## src/design/etm_pkg.sv

```systemverilog
// constants shared by the transmit dma fifo monitor and its fifo storage
// assumes a wishbone slave with an 8-bit byte address and 32-bit data
package etm_pkg;
	// register byte offsets
	localparam logic [7:0] OFS_CUR_ADDR = 8'h40;
	localparam logic [7:0] OFS_BYTES_LEFT = 8'h44;
	localparam logic [7:0] OFS_TIMEOUT = 8'h48;
	localparam logic [7:0] OFS_FIFO_STATE = 8'h4c;
	localparam logic [7:0] OFS_IRQ_STATUS = 8'h50;
	localparam logic [7:0] OFS_IRQ_CLEAR = 8'h54;
	localparam logic [7:0] OFS_IRQ_ENABLE = 8'h58;
	localparam logic [7:0] OFS_THRESHOLD = 8'h5c;

	localparam int ADR_W = 8;
	localparam int DAT_W = 32;
	localparam int SEL_W = 4;
	localparam int COUNT_W = 12;
	localparam int TMO_W = 16;
	localparam int PTR_W = 5;
	localparam int LVL_W = 6;
	localparam int IRQ_W = 2;

	// reset values and the byte count of one word
	localparam logic [31:0] RST_WORD = 32'h0000_0000;
	localparam logic [11:0] RST_COUNT = 12'h000;
	localparam logic [15:0] RST_TIMEOUT = 16'h0000;
	localparam logic [5:0] RST_THRESHOLD = 6'h10;
	localparam logic [11:0] WORD_BYTES = 12'h004;

	// fifo state register fields
	localparam int ST_FREE_LSB = 24;
	localparam int ST_DMA_PTR_LSB = 16;
	localparam int ST_IO_PTR_LSB = 8;
	localparam int ST_DELAY_BIT = 3;
	localparam int ST_ENTRY_BIT = 2;
	localparam int ST_FULL_BIT = 1;
	localparam int ST_EMPTY_BIT = 0;

	// interrupt status, clear and enable layout
	localparam int IRQ_TIMEOUT_BIT = 0;
	localparam int IRQ_THRESH_BIT = 1;
endpackage : etm_pkg

```

## src/design/etm_fifo_mem.sv

```systemverilog
// storage array of the transmit fifo, one write port and one registered read port
// assumes the caller handles pointers, full and empty
`timescale 1ns/1ps
module etm_fifo_mem
	import etm_pkg::*;
#(
	parameter int WIDTH = 32,
	parameter int ADDR_BITS = 5
) (
	// clock
	input wire logic clk_i,
	// write port
	input wire logic wr_en_i,
	input wire logic [ADDR_BITS-1:0] wr_addr_i,
	input wire logic [WIDTH-1:0] wr_data_i,
	// read port
	input wire logic [ADDR_BITS-1:0] rd_addr_i,
	output logic [WIDTH-1:0] rd_data_o
);
	logic [WIDTH-1:0] mem [0:(1<<ADDR_BITS)-1];

	always_ff @(posedge clk_i) begin
		if (wr_en_i) begin
			mem[wr_addr_i] <= wr_data_i;
		end
	end

	// read of a word written in the same cycle returns the old word
	always_ff @(posedge clk_i) begin
		rd_data_o <= mem[rd_addr_i];
	end
endmodule : etm_fifo_mem

```

## src/design/etm_tx_monitor.sv

```systemverilog
// transmit dma channel status: bus address, remaining bytes, fifo and entry timeout
// assumes the dma engine pushes words and presents its bus address, and the mac side pops words
//
// Added by the designer: register access over Wishbone.
`timescale 1ns/1ps
module etm_tx_monitor
	import etm_pkg::*;
#(
	parameter int FIFO_PTR_W = PTR_W,
	parameter logic [LVL_W-1:0] THRESHOLD_RESET = RST_THRESHOLD
) (
	// clock and reset
	input wire logic clk_i,
	input wire logic rst_i,
	// wishbone slave
	input wire logic wb_cyc_i,
	input wire logic wb_stb_i,
	input wire logic wb_we_i,
	input wire logic [ADR_W-1:0] wb_adr_i,
	input wire logic [SEL_W-1:0] wb_sel_i,
	input wire logic [DAT_W-1:0] wb_dat_i,
	output logic [DAT_W-1:0] wb_dat_o,
	output logic wb_ack_o,
	// dma side
	input wire logic dma_run_i,
	input wire logic [DAT_W-1:0] dma_bus_addr_i,
	input wire logic dma_len_load_i,
	input wire logic [COUNT_W-1:0] dma_len_i,
	input wire logic dma_push_i,
	input wire logic [DAT_W-1:0] dma_push_data_i,
	output logic dma_push_ready_o,
	// mac transmit side
	input wire logic io_pop_i,
	output logic io_valid_o,
	output logic [DAT_W-1:0] io_data_o,
	// interrupt
	output logic irq_o
);
	localparam int DEPTH = 1 << FIFO_PTR_W;
	localparam logic [LVL_W-1:0] DEPTH_LVL = LVL_W'(DEPTH);
	localparam logic [LVL_W-1:0] LVL_ZERO = '0;
	localparam logic [FIFO_PTR_W-1:0] PTR_ONE = FIFO_PTR_W'(1);
	localparam logic [LVL_W-1:0] LVL_ONE = LVL_W'(1);
	localparam logic [TMO_W-1:0] TMO_ONE = TMO_W'(1);
	localparam logic [TMO_W-1:0] TMO_ZERO = '0;

	// register file
	logic [DAT_W-1:0] cur_bus_addr;
	logic [COUNT_W-1:0] bytes_left;
	logic [TMO_W-1:0] timeout_init_value;
	logic [IRQ_W-1:0] mac_irq_status_reg;
	logic [IRQ_W-1:0] mac_irq_enable_reg;
	logic [LVL_W-1:0] entry_threshold;

	// fifo state
	logic [FIFO_PTR_W-1:0] dma_ptr;
	logic [FIFO_PTR_W-1:0] io_ptr;
	logic [FIFO_PTR_W-1:0] next_io_ptr;
	logic [LVL_W-1:0] fill_level;
	logic [LVL_W-1:0] next_fill_level;
	logic head_stale;
	logic fifo_full;
	logic fifo_empty;
	logic push_take;
	logic pop_take;
	logic entry_reached;
	logic entry_reached_q;

	// timeout state
	logic [TMO_W-1:0] tmo_count;
	logic [TMO_W-1:0] next_tmo_count;
	logic delay_flag;
	logic tmo_expire;

	// bus decode
	logic bus_req;
	logic bus_wr;
	logic [DAT_W-1:0] byte_mask;
	logic [DAT_W-1:0] rd_word;
	logic [DAT_W-1:0] fifo_state_word;
	logic [IRQ_W-1:0] irq_events;
	logic [IRQ_W-1:0] irq_clear;
	logic wr_timeout;
	logic wr_irq_enable;
	logic wr_threshold;
	logic wr_irq_clear;

	// wishbone: ack one cycle after the request, write lands on the acked edge
	assign bus_req = wb_cyc_i & wb_stb_i;
	assign bus_wr = bus_req & wb_we_i & wb_ack_o;

	genvar gb;
	generate
		for (gb = 0; gb < SEL_W; gb++) begin : g_mask
			assign byte_mask[gb*8 +: 8] = {8{wb_sel_i[gb]}};
		end
	endgenerate

	// one write strobe per register; writes to read-only or unmapped offsets are acked and dropped
	// the timeout register takes its byte lanes from the mask, the narrow ones use lane 0 only
	always_comb begin
		wr_timeout = 1'b0;
		wr_irq_enable = 1'b0;
		wr_threshold = 1'b0;
		wr_irq_clear = 1'b0;
		if (bus_wr) begin
			case (wb_adr_i)
				OFS_TIMEOUT: wr_timeout = 1'b1;
				OFS_IRQ_ENABLE: wr_irq_enable = wb_sel_i[0];
				OFS_THRESHOLD: wr_threshold = wb_sel_i[0];
				OFS_IRQ_CLEAR: wr_irq_clear = wb_sel_i[0];
				default: wr_timeout = 1'b0;
			endcase
		end
	end

	always_ff @(posedge clk_i) begin
		if (rst_i) begin
			wb_ack_o <= 1'b0;
		end else begin
			wb_ack_o <= bus_req & ~wb_ack_o;
		end
	end

	always_ff @(posedge clk_i) begin
		if (rst_i) begin
			wb_dat_o <= RST_WORD;
		end else if (bus_req & ~wb_ack_o & ~wb_we_i) begin
			wb_dat_o <= rd_word;
		end
	end

	// fifo state word; fields not assigned stay zero
	always_comb begin
		fifo_state_word = RST_WORD;
		fifo_state_word[ST_FREE_LSB +: LVL_W] = DEPTH_LVL - fill_level;
		fifo_state_word[ST_DMA_PTR_LSB +: FIFO_PTR_W] = dma_ptr;
		fifo_state_word[ST_IO_PTR_LSB +: FIFO_PTR_W] = io_ptr;
		fifo_state_word[ST_DELAY_BIT] = delay_flag;
		fifo_state_word[ST_ENTRY_BIT] = entry_reached;
		fifo_state_word[ST_FULL_BIT] = fifo_full;
		fifo_state_word[ST_EMPTY_BIT] = fifo_empty;
	end

	// read mux; narrow registers are zero extended, unmapped reads give zero
	always_comb begin
		rd_word = RST_WORD;
		case (wb_adr_i)
			OFS_CUR_ADDR: rd_word = cur_bus_addr;
			OFS_BYTES_LEFT: rd_word = {{(DAT_W-COUNT_W){1'b0}}, bytes_left};
			OFS_TIMEOUT: rd_word = {{(DAT_W-TMO_W){1'b0}}, timeout_init_value};
			OFS_FIFO_STATE: rd_word = fifo_state_word;
			OFS_IRQ_STATUS: rd_word = {{(DAT_W-IRQ_W){1'b0}}, mac_irq_status_reg};
			OFS_IRQ_ENABLE: rd_word = {{(DAT_W-IRQ_W){1'b0}}, mac_irq_enable_reg};
			OFS_THRESHOLD: rd_word = {{(DAT_W-LVL_W){1'b0}}, entry_threshold};
			default: rd_word = RST_WORD;
		endcase
	end

	// software writable registers, byte lanes honoured
	always_ff @(posedge clk_i) begin
		if (rst_i) begin
			timeout_init_value <= RST_TIMEOUT;
		end else if (wr_timeout) begin
			timeout_init_value <= (timeout_init_value & ~byte_mask[TMO_W-1:0]) |
				(wb_dat_i[TMO_W-1:0] & byte_mask[TMO_W-1:0]);
		end
	end

	always_ff @(posedge clk_i) begin
		if (rst_i) begin
			mac_irq_enable_reg <= '0;
		end else if (wr_irq_enable) begin
			mac_irq_enable_reg <= wb_dat_i[IRQ_W-1:0];
		end
	end

	always_ff @(posedge clk_i) begin
		if (rst_i) begin
			entry_threshold <= THRESHOLD_RESET;
		end else if (wr_threshold) begin
			entry_threshold <= wb_dat_i[LVL_W-1:0];
		end
	end

	// dma progress registers
	// the copy trails the bus by one clock, which is fine for software polling
	always_ff @(posedge clk_i) begin
		if (rst_i) begin
			cur_bus_addr <= RST_WORD;
		end else if (dma_run_i) begin
			cur_bus_addr <= dma_bus_addr_i;
		end
	end

	// saturates at zero so a stray extra word cannot wrap the count
	always_ff @(posedge clk_i) begin
		if (rst_i) begin
			bytes_left <= RST_COUNT;
		end else if (dma_len_load_i) begin
			bytes_left <= dma_len_i;
		end else if (push_take) begin
			bytes_left <= (bytes_left > WORD_BYTES) ? bytes_left - WORD_BYTES : RST_COUNT;
		end
	end

	// fifo control
	assign fifo_full = (fill_level == DEPTH_LVL);
	assign fifo_empty = (fill_level == LVL_ZERO);
	assign dma_push_ready_o = ~fifo_full;
	assign push_take = dma_push_i & ~fifo_full;
	// the head word needs one more cycle when it was written into the slot being read
	assign io_valid_o = ~fifo_empty & ~head_stale;
	assign pop_take = io_pop_i & io_valid_o;
	assign next_io_ptr = pop_take ? io_ptr + PTR_ONE : io_ptr;
	assign entry_reached = (fill_level >= entry_threshold);

	always_ff @(posedge clk_i) begin
		if (rst_i) begin
			dma_ptr <= '0;
			io_ptr <= '0;
		end else begin
			if (push_take) begin
				dma_ptr <= dma_ptr + PTR_ONE;
			end
			io_ptr <= next_io_ptr;
		end
	end

	// a push and a pop in the same cycle leave the level where it is
	always_comb begin
		next_fill_level = fill_level;
		if (push_take & ~pop_take) begin
			next_fill_level = fill_level + LVL_ONE;
		end else if (pop_take & ~push_take) begin
			next_fill_level = fill_level - LVL_ONE;
		end
	end

	always_ff @(posedge clk_i) begin
		if (rst_i) begin
			fill_level <= '0;
		end else begin
			fill_level <= next_fill_level;
		end
	end

	always_ff @(posedge clk_i) begin
		if (rst_i) begin
			head_stale <= 1'b0;
		end else begin
			head_stale <= push_take && (dma_ptr == next_io_ptr);
		end
	end

	etm_fifo_mem #(
		.WIDTH(DAT_W),
		.ADDR_BITS(FIFO_PTR_W)
	) u_mem (
		.clk_i(clk_i),
		.wr_en_i(push_take),
		.wr_addr_i(dma_ptr),
		.wr_data_i(dma_push_data_i),
		.rd_addr_i(next_io_ptr),
		.rd_data_o(io_data_o)
	);

	// entry timeout: counts down once per clock while entries wait, reloads on pop
	always_comb begin
		next_tmo_count = tmo_count;
		if (pop_take || fifo_empty) begin
			next_tmo_count = timeout_init_value;
		end else if (tmo_count != TMO_ZERO) begin
			next_tmo_count = tmo_count - TMO_ONE;
		end
	end

	always_ff @(posedge clk_i) begin
		if (rst_i) begin
			tmo_count <= RST_TIMEOUT;
		end else begin
			tmo_count <= next_tmo_count;
		end
	end

	// a count of zero still waiting means more than the programmed cycles have passed
	assign tmo_expire = ~fifo_empty & ~pop_take & ~delay_flag & (tmo_count == TMO_ZERO);

	// delay flag holds until the next pop; it fires once per stall
	always_ff @(posedge clk_i) begin
		if (rst_i) begin
			delay_flag <= 1'b0;
		end else if (tmo_expire) begin
			delay_flag <= 1'b1;
		end else if (pop_take) begin
			delay_flag <= 1'b0;
		end
	end

	always_ff @(posedge clk_i) begin
		if (rst_i) begin
			entry_reached_q <= 1'b0;
		end else begin
			entry_reached_q <= entry_reached;
		end
	end

	// interrupt status: events win over a clear in the same cycle
	always_comb begin
		irq_events = '0;
		irq_events[IRQ_TIMEOUT_BIT] = tmo_expire;
		irq_events[IRQ_THRESH_BIT] = entry_reached & ~entry_reached_q;
	end

	assign irq_clear = wr_irq_clear ? wb_dat_i[IRQ_W-1:0] : '0;

	always_ff @(posedge clk_i) begin
		if (rst_i) begin
			mac_irq_status_reg <= '0;
		end else begin
			mac_irq_status_reg <= (mac_irq_status_reg & ~irq_clear) | irq_events;
		end
	end

	assign irq_o = |(mac_irq_status_reg & mac_irq_enable_reg);
endmodule : etm_tx_monitor

```

## config.mk

```make
export PLATFORM = sky130hd
export DESIGN_NAME = etm_tx_monitor
export DESIGN_NICKNAME = d
export VERILOG_FILES = /design/src/design/etm_pkg.sv /design/src/design/etm_fifo_mem.sv /design/src/design/etm_tx_monitor.sv
export SDC_FILE = /design/constraint.sdc
export NUM_CORES = 1
export LEC_CHECK = 0
export BUFFER_PORTS_ARGS = -buffer_cell sky130_fd_sc_hd__buf_4
export CORE_MARGIN = 3
export CORE_UTILIZATION = 25
export CTS_CLUSTER_DIAMETER = 200
export CTS_CLUSTER_SIZE = 30
export DETAILED_ROUTE_END_ITERATION = 8
export PLACE_DENSITY = 0.49
export SYNTH_ARGS = -nofsm -noshare
export SYNTH_HDL_FRONTEND = slang
export SYNTH_HIERARCHICAL = 1
export SYNTH_SLANG_ARGS = --single-unit
```

## constraint.sdc

```tcl
create_clock -name clk_i -period 11.9 [get_ports clk_i]
set_input_delay 1.19 -clock clk_i [delete_from_list [all_inputs] [get_ports clk_i]]
set_output_delay 1.19 -clock clk_i [all_outputs]
set_load 0.02 [all_outputs]
```

Yosys cells after proc, flatten, opt, wreduce, memory -nomap -nowiden
Memory sizes are Yosys's and may differ from the RTL's. A register that Yosys moved wholly into a read port is not among the register bits.
Index checks and enable logic that the tools add are counted.
{"block": "word_totals", "reg_bits": 138, "ramBits": 1024, "input_bits": 129, "out_inout_bits": 68, "mem_count": 1}
{"block": "op_classes", "n_addsub": 7, "magnitude_cmp": 2, "n_eq_ne": 10, "n_mux": 22, "n_bitwise": 31, "n_reduce_logical": 10}
{"memory": "u_mem.mem", "depth": 32, "word_bits": 32, "read_ports": 1, "rd_clocked_by_memory_dff": 1, "write_ports": 1, "line_no": "etm_fifo_mem.sv:20", "rtl": "logic [WIDTH-1:0] mem [0:(1<<ADDR_BITS)-1];"}
{"cell": "case mux 32 bit (7 select lines)", "n": 1}
{"cell": "== test 8 x 7 -> 1 bit, second input constant", "n": 8}
{"cell": "two-way mux 12 bit", "n": 3}
{"cell": "AND 16 bit", "n": 2}
{"cell": "two-way mux 16 bit", "n": 2}
{"cell": "zero test 16 bit", "n": 1}
{"cell": "NOT 16 bit", "n": 1}
{"cell": "bitwise OR 16 bit", "n": 1}
{"cell": "nonzero test 16 bit", "n": 1}
{"cell": "subtractor 16 x 1 -> 16 bit, second input constant", "n": 1}
{"cell": "AND 1 bit", "n": 14}
{"cell": "greater-than comparator 12 x 3 -> 1 bit, second input constant", "n": 1}
{"cell": "two-way mux 1 bit", "n": 12}
{"cell": "two-way mux 6 bit", "n": 2}
{"cell": "subtractor 12 x 3 -> 12 bit, second input constant", "n": 1}
{"cell": "adder 5 x 1 -> 5 bit, second input constant", "n": 2}
{"cell": "NOT 1 bit", "n": 9}
{"cell": "nonzero test 2 bit", "n": 4}
{"cell": "adder 6 x 1 -> 6 bit, second input constant", "n": 1}
{"cell": "== test 6 bit, second input constant", "n": 1}
{"cell": "greater-or-equal comparator 6 bit", "n": 1}
{"cell": "zero test 6 bit", "n": 1}
{"cell": "subtractor 6 x 1 -> 6 bit, second input constant", "n": 1}
{"cell": "subtractor 6 bit, first input constant", "n": 1}
{"cell": "9 further kinds", "n": 10}

Depth between registers and ports, before layout
{"block": "depth", "word_depth": 9, "ltp_mapped": 17, "depth_no_buf": 16}

Modules after synthesis
Netlist, hierarchy kept.
{"mod": "etm_fifo_mem", "instances": 1, "cells_each": 2260, "area_per_inst_um2": 40485.1, "seq_area_each_um2": 31390.1}
{"mod": "etm_tx_monitor", "instances": 1, "cells_each": 746, "area_per_inst_um2": 6555.0, "seq_area_each_um2": 2762.6}

Worst setup path before layout
Ideal clock, no wire load.
{"block": "synth_path", "kind": "input port to flip-flop", "from": "input port dma_push_i", "to": "memory u_mem.mem[12][0] (enable)", "setup_ns": 0.421, "arrival_ns": 3.643, "slack_ns": 7.836, "path_stages": 6, "cell_sequence": "nand2_1 inv_2 buf_2 or3b_2 clkbuf_1 nor2_1"}
{"block": "synth_via", "elab_chain_cells": 3}
{"element": "from (decl)", "line_no": "etm_tx_monitor.sv:29", "rtl": "input wire logic dma_push_i,"}
{"element": "AND 1 bit", "line_no": "etm_tx_monitor.sv:211", "rtl": "assign push_take = dma_push_i & ~fifo_full;"}
{"element": "named net push_take", "line_no": "etm_tx_monitor.sv:64", "rtl": "logic push_take;"}
{"element": "two-way mux 1 bit", "line_no": "etm_fifo_mem.sv:23", "rtl": "if (wr_en_i) begin"}
{"element": "two-way mux 1 bit (not written as such)", "line_no": "etm_fifo_mem.sv:24", "rtl": "mem[wr_addr_i] <= wr_data_i;"}
{"element": "to (decl)", "line_no": "etm_fifo_mem.sv:20"}
The timed path passes the listed nets, and every way through them passes these cells.

Worst setup path after layout
{"block": "layout_path", "from": "register fill_level[0]", "to": "register u_mem.rd_data_o[23], read port of u_mem.mem"}
{"block": "layout_via", "elab_chain_cells": 5}
{"element": "from (decl)", "line_no": "etm_tx_monitor.sv:59", "rtl": "logic [LVL_W-1:0] fill_level;"}
{"element": "from (signal assigned)", "line_no": "etm_tx_monitor.sv:244", "rtl": "fill_level <= next_fill_level;"}
{"element": "zero test 6 bit", "line_no": "etm_tx_monitor.sv:209", "rtl": "assign fifo_empty = (fill_level == LVL_ZERO);"}
{"element": "NOT 1 bit", "line_no": "etm_tx_monitor.sv:213", "rtl": "assign io_valid_o = ~fifo_empty & ~head_stale;"}
{"element": "AND 1 bit", "line_no": "etm_tx_monitor.sv:213"}
{"element": "AND 1 bit", "line_no": "etm_tx_monitor.sv:214", "rtl": "assign pop_take = io_pop_i & io_valid_o;"}
{"element": "two-way mux 5 bit", "line_no": "etm_tx_monitor.sv:215", "rtl": "assign next_io_ptr = pop_take ? io_ptr + PTR_ONE : io_ptr;"}
{"element": "named net next_io_ptr[0]", "line_no": "etm_tx_monitor.sv:58", "rtl": "logic [FIFO_PTR_W-1:0] next_io_ptr;"}
{"element": "to (decl)", "line_no": "etm_fifo_mem.sv:18", "rtl": "output logic [WIDTH-1:0] rd_data_o"}
The timed path passes the listed nets, and every way through them passes these cells.
A chain may end at the register's enable or synchronous reset.

==> run summary <==
Setup slack on the critical path of the routed design comes to 6.37 ns. STA puts the critical path data arrival time at 6.08 ns. The width of the die came out at 440 um. The placed instance area came out at 51,300 um2. The effective utilization at floorplan came out at 25.3%. The flow ran to the end, and the final reports show no timing, DRC or antenna violations. The buffer and inverter count on the worst path came out at 4. The number of buffers inserted by post-CTS setup repair is 0. The final cycle utilization of the critical path came out at 46.4%. The synthesized design contains 1,194 register bits. In this run the worst path has a maximum fanout of 115.

The number of antenna violations at the first check in global routing came to 14. The die outline area is 193,000 um2. Clock-pin slew was measured on the worst setup and hold paths at 0.12 ns.

The register with the most flip-flops in the final layout is u_mem/mem. The leftover overflow at the end of global routing came out at 0. The worst register-to-register path begins at fill_level[0]$_SDFFE_PP0P_. The final layout contains routed wiring with a total length of 127 mm. The worst setup path is launched from a flip-flop. The first-pass detailed-route iteration total is 5.

The area growth from synthesis to final layout is 12.1%. The sequential share of the synthesized area came out at 72.6%. The net total in the final layout is 3,268. The TritonCTS clock tree is built. The count of final hold-check violations came to 0. The first routing iteration left 1,952 violations. The post-route antenna net violation count is 0. The setup TNS came out at 0 ns. The total of max-cap violations came out at 0.

Summing all multi-input logic gate instances after layout gives 12,200 um2. The primary flip-flop cell chosen by synthesis mapping is edfxtp_1. The count of different cell masters after synthesis came out at 62. Across the whole layout, storage elements account for 34,200 um2. The post-CTS resize count came out at 0. In this design, the largest share of critical-path delay is due to buffers and inverters. The latest clock arrival within the worst-skew pair came out at 0.69 ns. After detailed routing, the number of remaining DRC violations is 0.

The critical path class is reg2reg. The deepest clock path buffer count is 3. The number of levels the H-tree was split into is 2. The area of the mapped netlist came out at 47,000 um2. The post-route cell area came out at 52,700 um2.

The flip-flop count of the largest register, all copies and words added is 1,024. The routed wire length per instance came out at 22.4 um. The synthesized net count is 3,153. The startpoint identified for the worst hold timing path is wb_dat_o[4]$_SDFFE_PP0P_. A synthesized cell averages 15.6 um2. The tree is rooted in a clkbuf_16. The upper clock frequency limit is 181 MHz. The setup-violating endpoint count in the final report came out at 0.

The slowest stage of the critical path belongs to the cell buf_4. The leakage power total came out at 17.6 nW. The die height is 440 um.

In the routed layout, each cell is associated on average with a via count of 4.54. The synthesized netlist cell count came out at 3,006. The clock buffer count from CTS is 46. The first global-routing pass estimated 181 mm of wire. The aggregate global-route resource usage is 12.7%. The min-delay analysis places its worst path in the category reg2reg.

The top-level I/O count is 197. STA classifies the critical path endpoint as a flip-flop. The worst slew margin relative to its limit is 18.7%.

Setup repair after global routing left no endpoint under its margin. The congestion estimate from routability-driven global placement came to 0.719. The number of synthesis warnings is 6. The hold buffer count at cts came out at 0. The final core utilization came out at 28.3%.

The critical path startpoint is fill_level[0]$_SDFFE_PP0P_. The number of global-route vias before repair came out at 25,364. The slew at the pin with the worst max-slew slack came out at 1.21 ns. For this design the ratio of total power to cell area is 202 nW/um2. The sink count of the clock tree came out at 1,194. The number of max-slew violations in the final report is 0. The signal on the critical path passes through inv_1 -> ha_1 -> nor4b_1 -> a21oi_1 -> xnor2_1 -> inv_8 -> buf_12 -> buf_4 -> mux2i_1 -> a22o_1 -> nor3_1 -> a31oi_1 -> nand3_1. The floorplan has 158 rows. The fraction of layout cells with a size suffix above 1 came out at 11.2%. The area of the core is 186,000 um2. The number of enable-type register cells in the synthesized netlist came out at 1,024.

The total via count after detailed routing came out at 25,641. The half-perimeter wire length after detailed placement is 65.0 mm. The placement-stage worst setup slack came out at 6.06 ns. Once layout is complete, the cells apart from fillers number 5,643. Counting flops with an async set or reset pin after synthesis yields a share of 0%. The final clock skew is 0.0369 ns. Entering global routing, the biggest net connects 129 pins. Counting I/O delays and the setup requirement, the final critical path takes 5.53 ns. For the worst setup path, the data required time is 12.46 ns. After filler insertion, the fill cell instance count of the layout stands at 18,770. Buffers placed on the I/O ports in this run total 178. The maximum vdd drop came out at 0.310 mV.

The number of placed cells counting well taps came out at 5,553. In this design, the stage delay of the slowest critical-path cell is 0.82 ns.
==> final timing paths <==
| check | to | slack [ns] | depth (start not counted) |
|---|---|---|---|
| max | u_mem/rd_data_o[23]$_DFF_P_ | 6.37 | 13 |
| min | wb_dat_o[4]$_SDFFE_PP0P_ | 0.48 | 2 |
| max reg2reg | u_mem/rd_data_o[23]$_DFF_P_ | 6.37 | 13 |
| min reg2reg | wb_dat_o[4]$_SDFFE_PP0P_ | 0.48 | 2 |
==> cell usage in the layout, fill, tap and decap left out, types with 3 or more instances in the layout <==
| cell | synthesis | routed |
|---|---|---|
| or3_1 | 6 | 6 |
| nor2_1 | 181 | 148 |
| dfxtp_1 | 170 | 170 |
| nor3_1 | 49 | 48 |
| nand3b_1 | 9 | 9 |
| nor3b_1 | 7 | 7 |
| a21oi_1 | 136 | 136 |
| clkinv_8 | 0 | 3 |
| nand2_1 | 146 | 145 |
| o21ai_0 | 25 | 25 |
| nor2_4 | 0 | 33 |
| inv_1 | 22 | 21 |
| a2bb2oi_1 | 3 | 3 |
| edfxtp_1 | 1024 | 1024 |
| a211oi_1 | 8 | 8 |
| nor4_1 | 7 | 6 |
| a22o_1 | 72 | 72 |
| ha_1 | 17 | 17 |
| diode_2 | 0 | 6 |
| a31oi_1 | 32 | 32 |
| a22oi_1 | 124 | 124 |
| a221oi_1 | 5 | 5 |
| mux2i_1 | 576 | 576 |
| or2_2 | 3 | 3 |
| a32oi_1 | 6 | 6 |
| buf_4 | 33 | 232 |
| and4_1 | 3 | 3 |
| nand3_1 | 102 | 102 |
| or4_4 | 3 | 3 |
| xor2_1 | 17 | 17 |
| xnor2_1 | 22 | 22 |
| inv_8 | 0 | 3 |
| or3b_2 | 3 | 3 |
| nand4_1 | 6 | 6 |
| clkbuf_16 | 0 | 46 |
| mux2_2 | 7 | 7 |
| clkbuf_1 | 80 | 31 |
| a21o_1 | 5 | 5 |
| nor2b_1 | 10 | 9 |
==> per-layer routing <==
layer / routed length (um) / vias to the layer above / track usage [%] / share of wire, %
met4: 2160 / 8 / 2.55 / 1.7
met3: 6030 / 107 / 2.02 / 4.8
met2: 61400 / 518 / 21.5 / 48
li1: - / 11741 / - / -
met1: 57000 / 13267 / 17.3 / 45
met5: 55 / - / 0 / 0.043
==> report_power, final <==
group | switching (W) | internal [W]
registers | 0.000105 | 0.00469
logic | 0.00219 | 0.00159
clock network | 0.00128 | 0.000780
==> synth_stat cells, drive strengths merged, types with 3 or more instances <==
master | count | area (um2)
nand4 | 6 | 37.5
xor2 | 17 | 149
or3b | 3 | 26.3
dfxtp | 170 | 3400
and4 | 3 | 26.3
a21o | 5 | 37.5
a211oi | 8 | 60.1
a22o | 72 | 631
inv | 23 | 86.3
a31oi | 32 | 200
a221oi | 5 | 43.8
a32oi | 6 | 52.6
or2 | 3 | 18.8
nand2 | 146 | 548
edfxtp | 1024 | 30700
a2bb2oi | 3 | 26.3
nor3b | 8 | 65.1
clkbuf | 82 | 315
nor2 | 181 | 679
nor4 | 8 | 56.3
nand3b | 9 | 67.6
mux2i | 576 | 5770
or3 | 6 | 37.5
a21oi | 136 | 681
or4 | 5 | 48.8
nand3 | 102 | 510
nor3 | 52 | 288
xnor2 | 22 | 193
ha | 17 | 213
nand2b | 4 | 25.0
nor2b | 10 | 62.6
mux2 | 7 | 78.8
buf | 85 | 591
a22oi | 124 | 931
o21ai | 26 | 130
==> through the flow <==
step	hold WS (ns)	power, W
floorplan	0.439	0.00784
global placement	0.454	0.00872
detailed placement	0.455	0.00872
CTS	0.484	0.0108
global route	0.505	0.0112
finish	0.479	0.0106
==> worst min-delay path, delay by kind of cell (launching register included) <==
family             cells  cell delay [ns]
DFF                    1             0.35
AOI/OAI and AO/OA      1             0.06
and+or+nand+nor        1             0.04
==> kinds of logic (layout without fill, tap and decap cells) <==
logic type      after synthesis  after routing  share of synthesized area [%]
flops                      1194           1194                           72.6
mux                         585            585                           12.5
simple gates                553            553                           5.43
compound gates              427            427                           6.12
buf+inv                     190            341                           2.11
xor+xnor                     39             39                          0.726
fa+ha+maj                    18             18                          0.495
other cells                   0              6                              0
==> area by class of cell <==
class	count	share of cell area, %
Tap cell	2480	5.89
Inverter	23	0.178
Timing Repair Buffer	234	3.38
Antenna cell	6	0.0285
Clock buffer	77	2.40
Multi-Input combinational cell	1622	23.1
Sequential cell	1194	64.8
Clock inverter	7	0.249
Note: power is estimated with default switching activity, not from simulation.
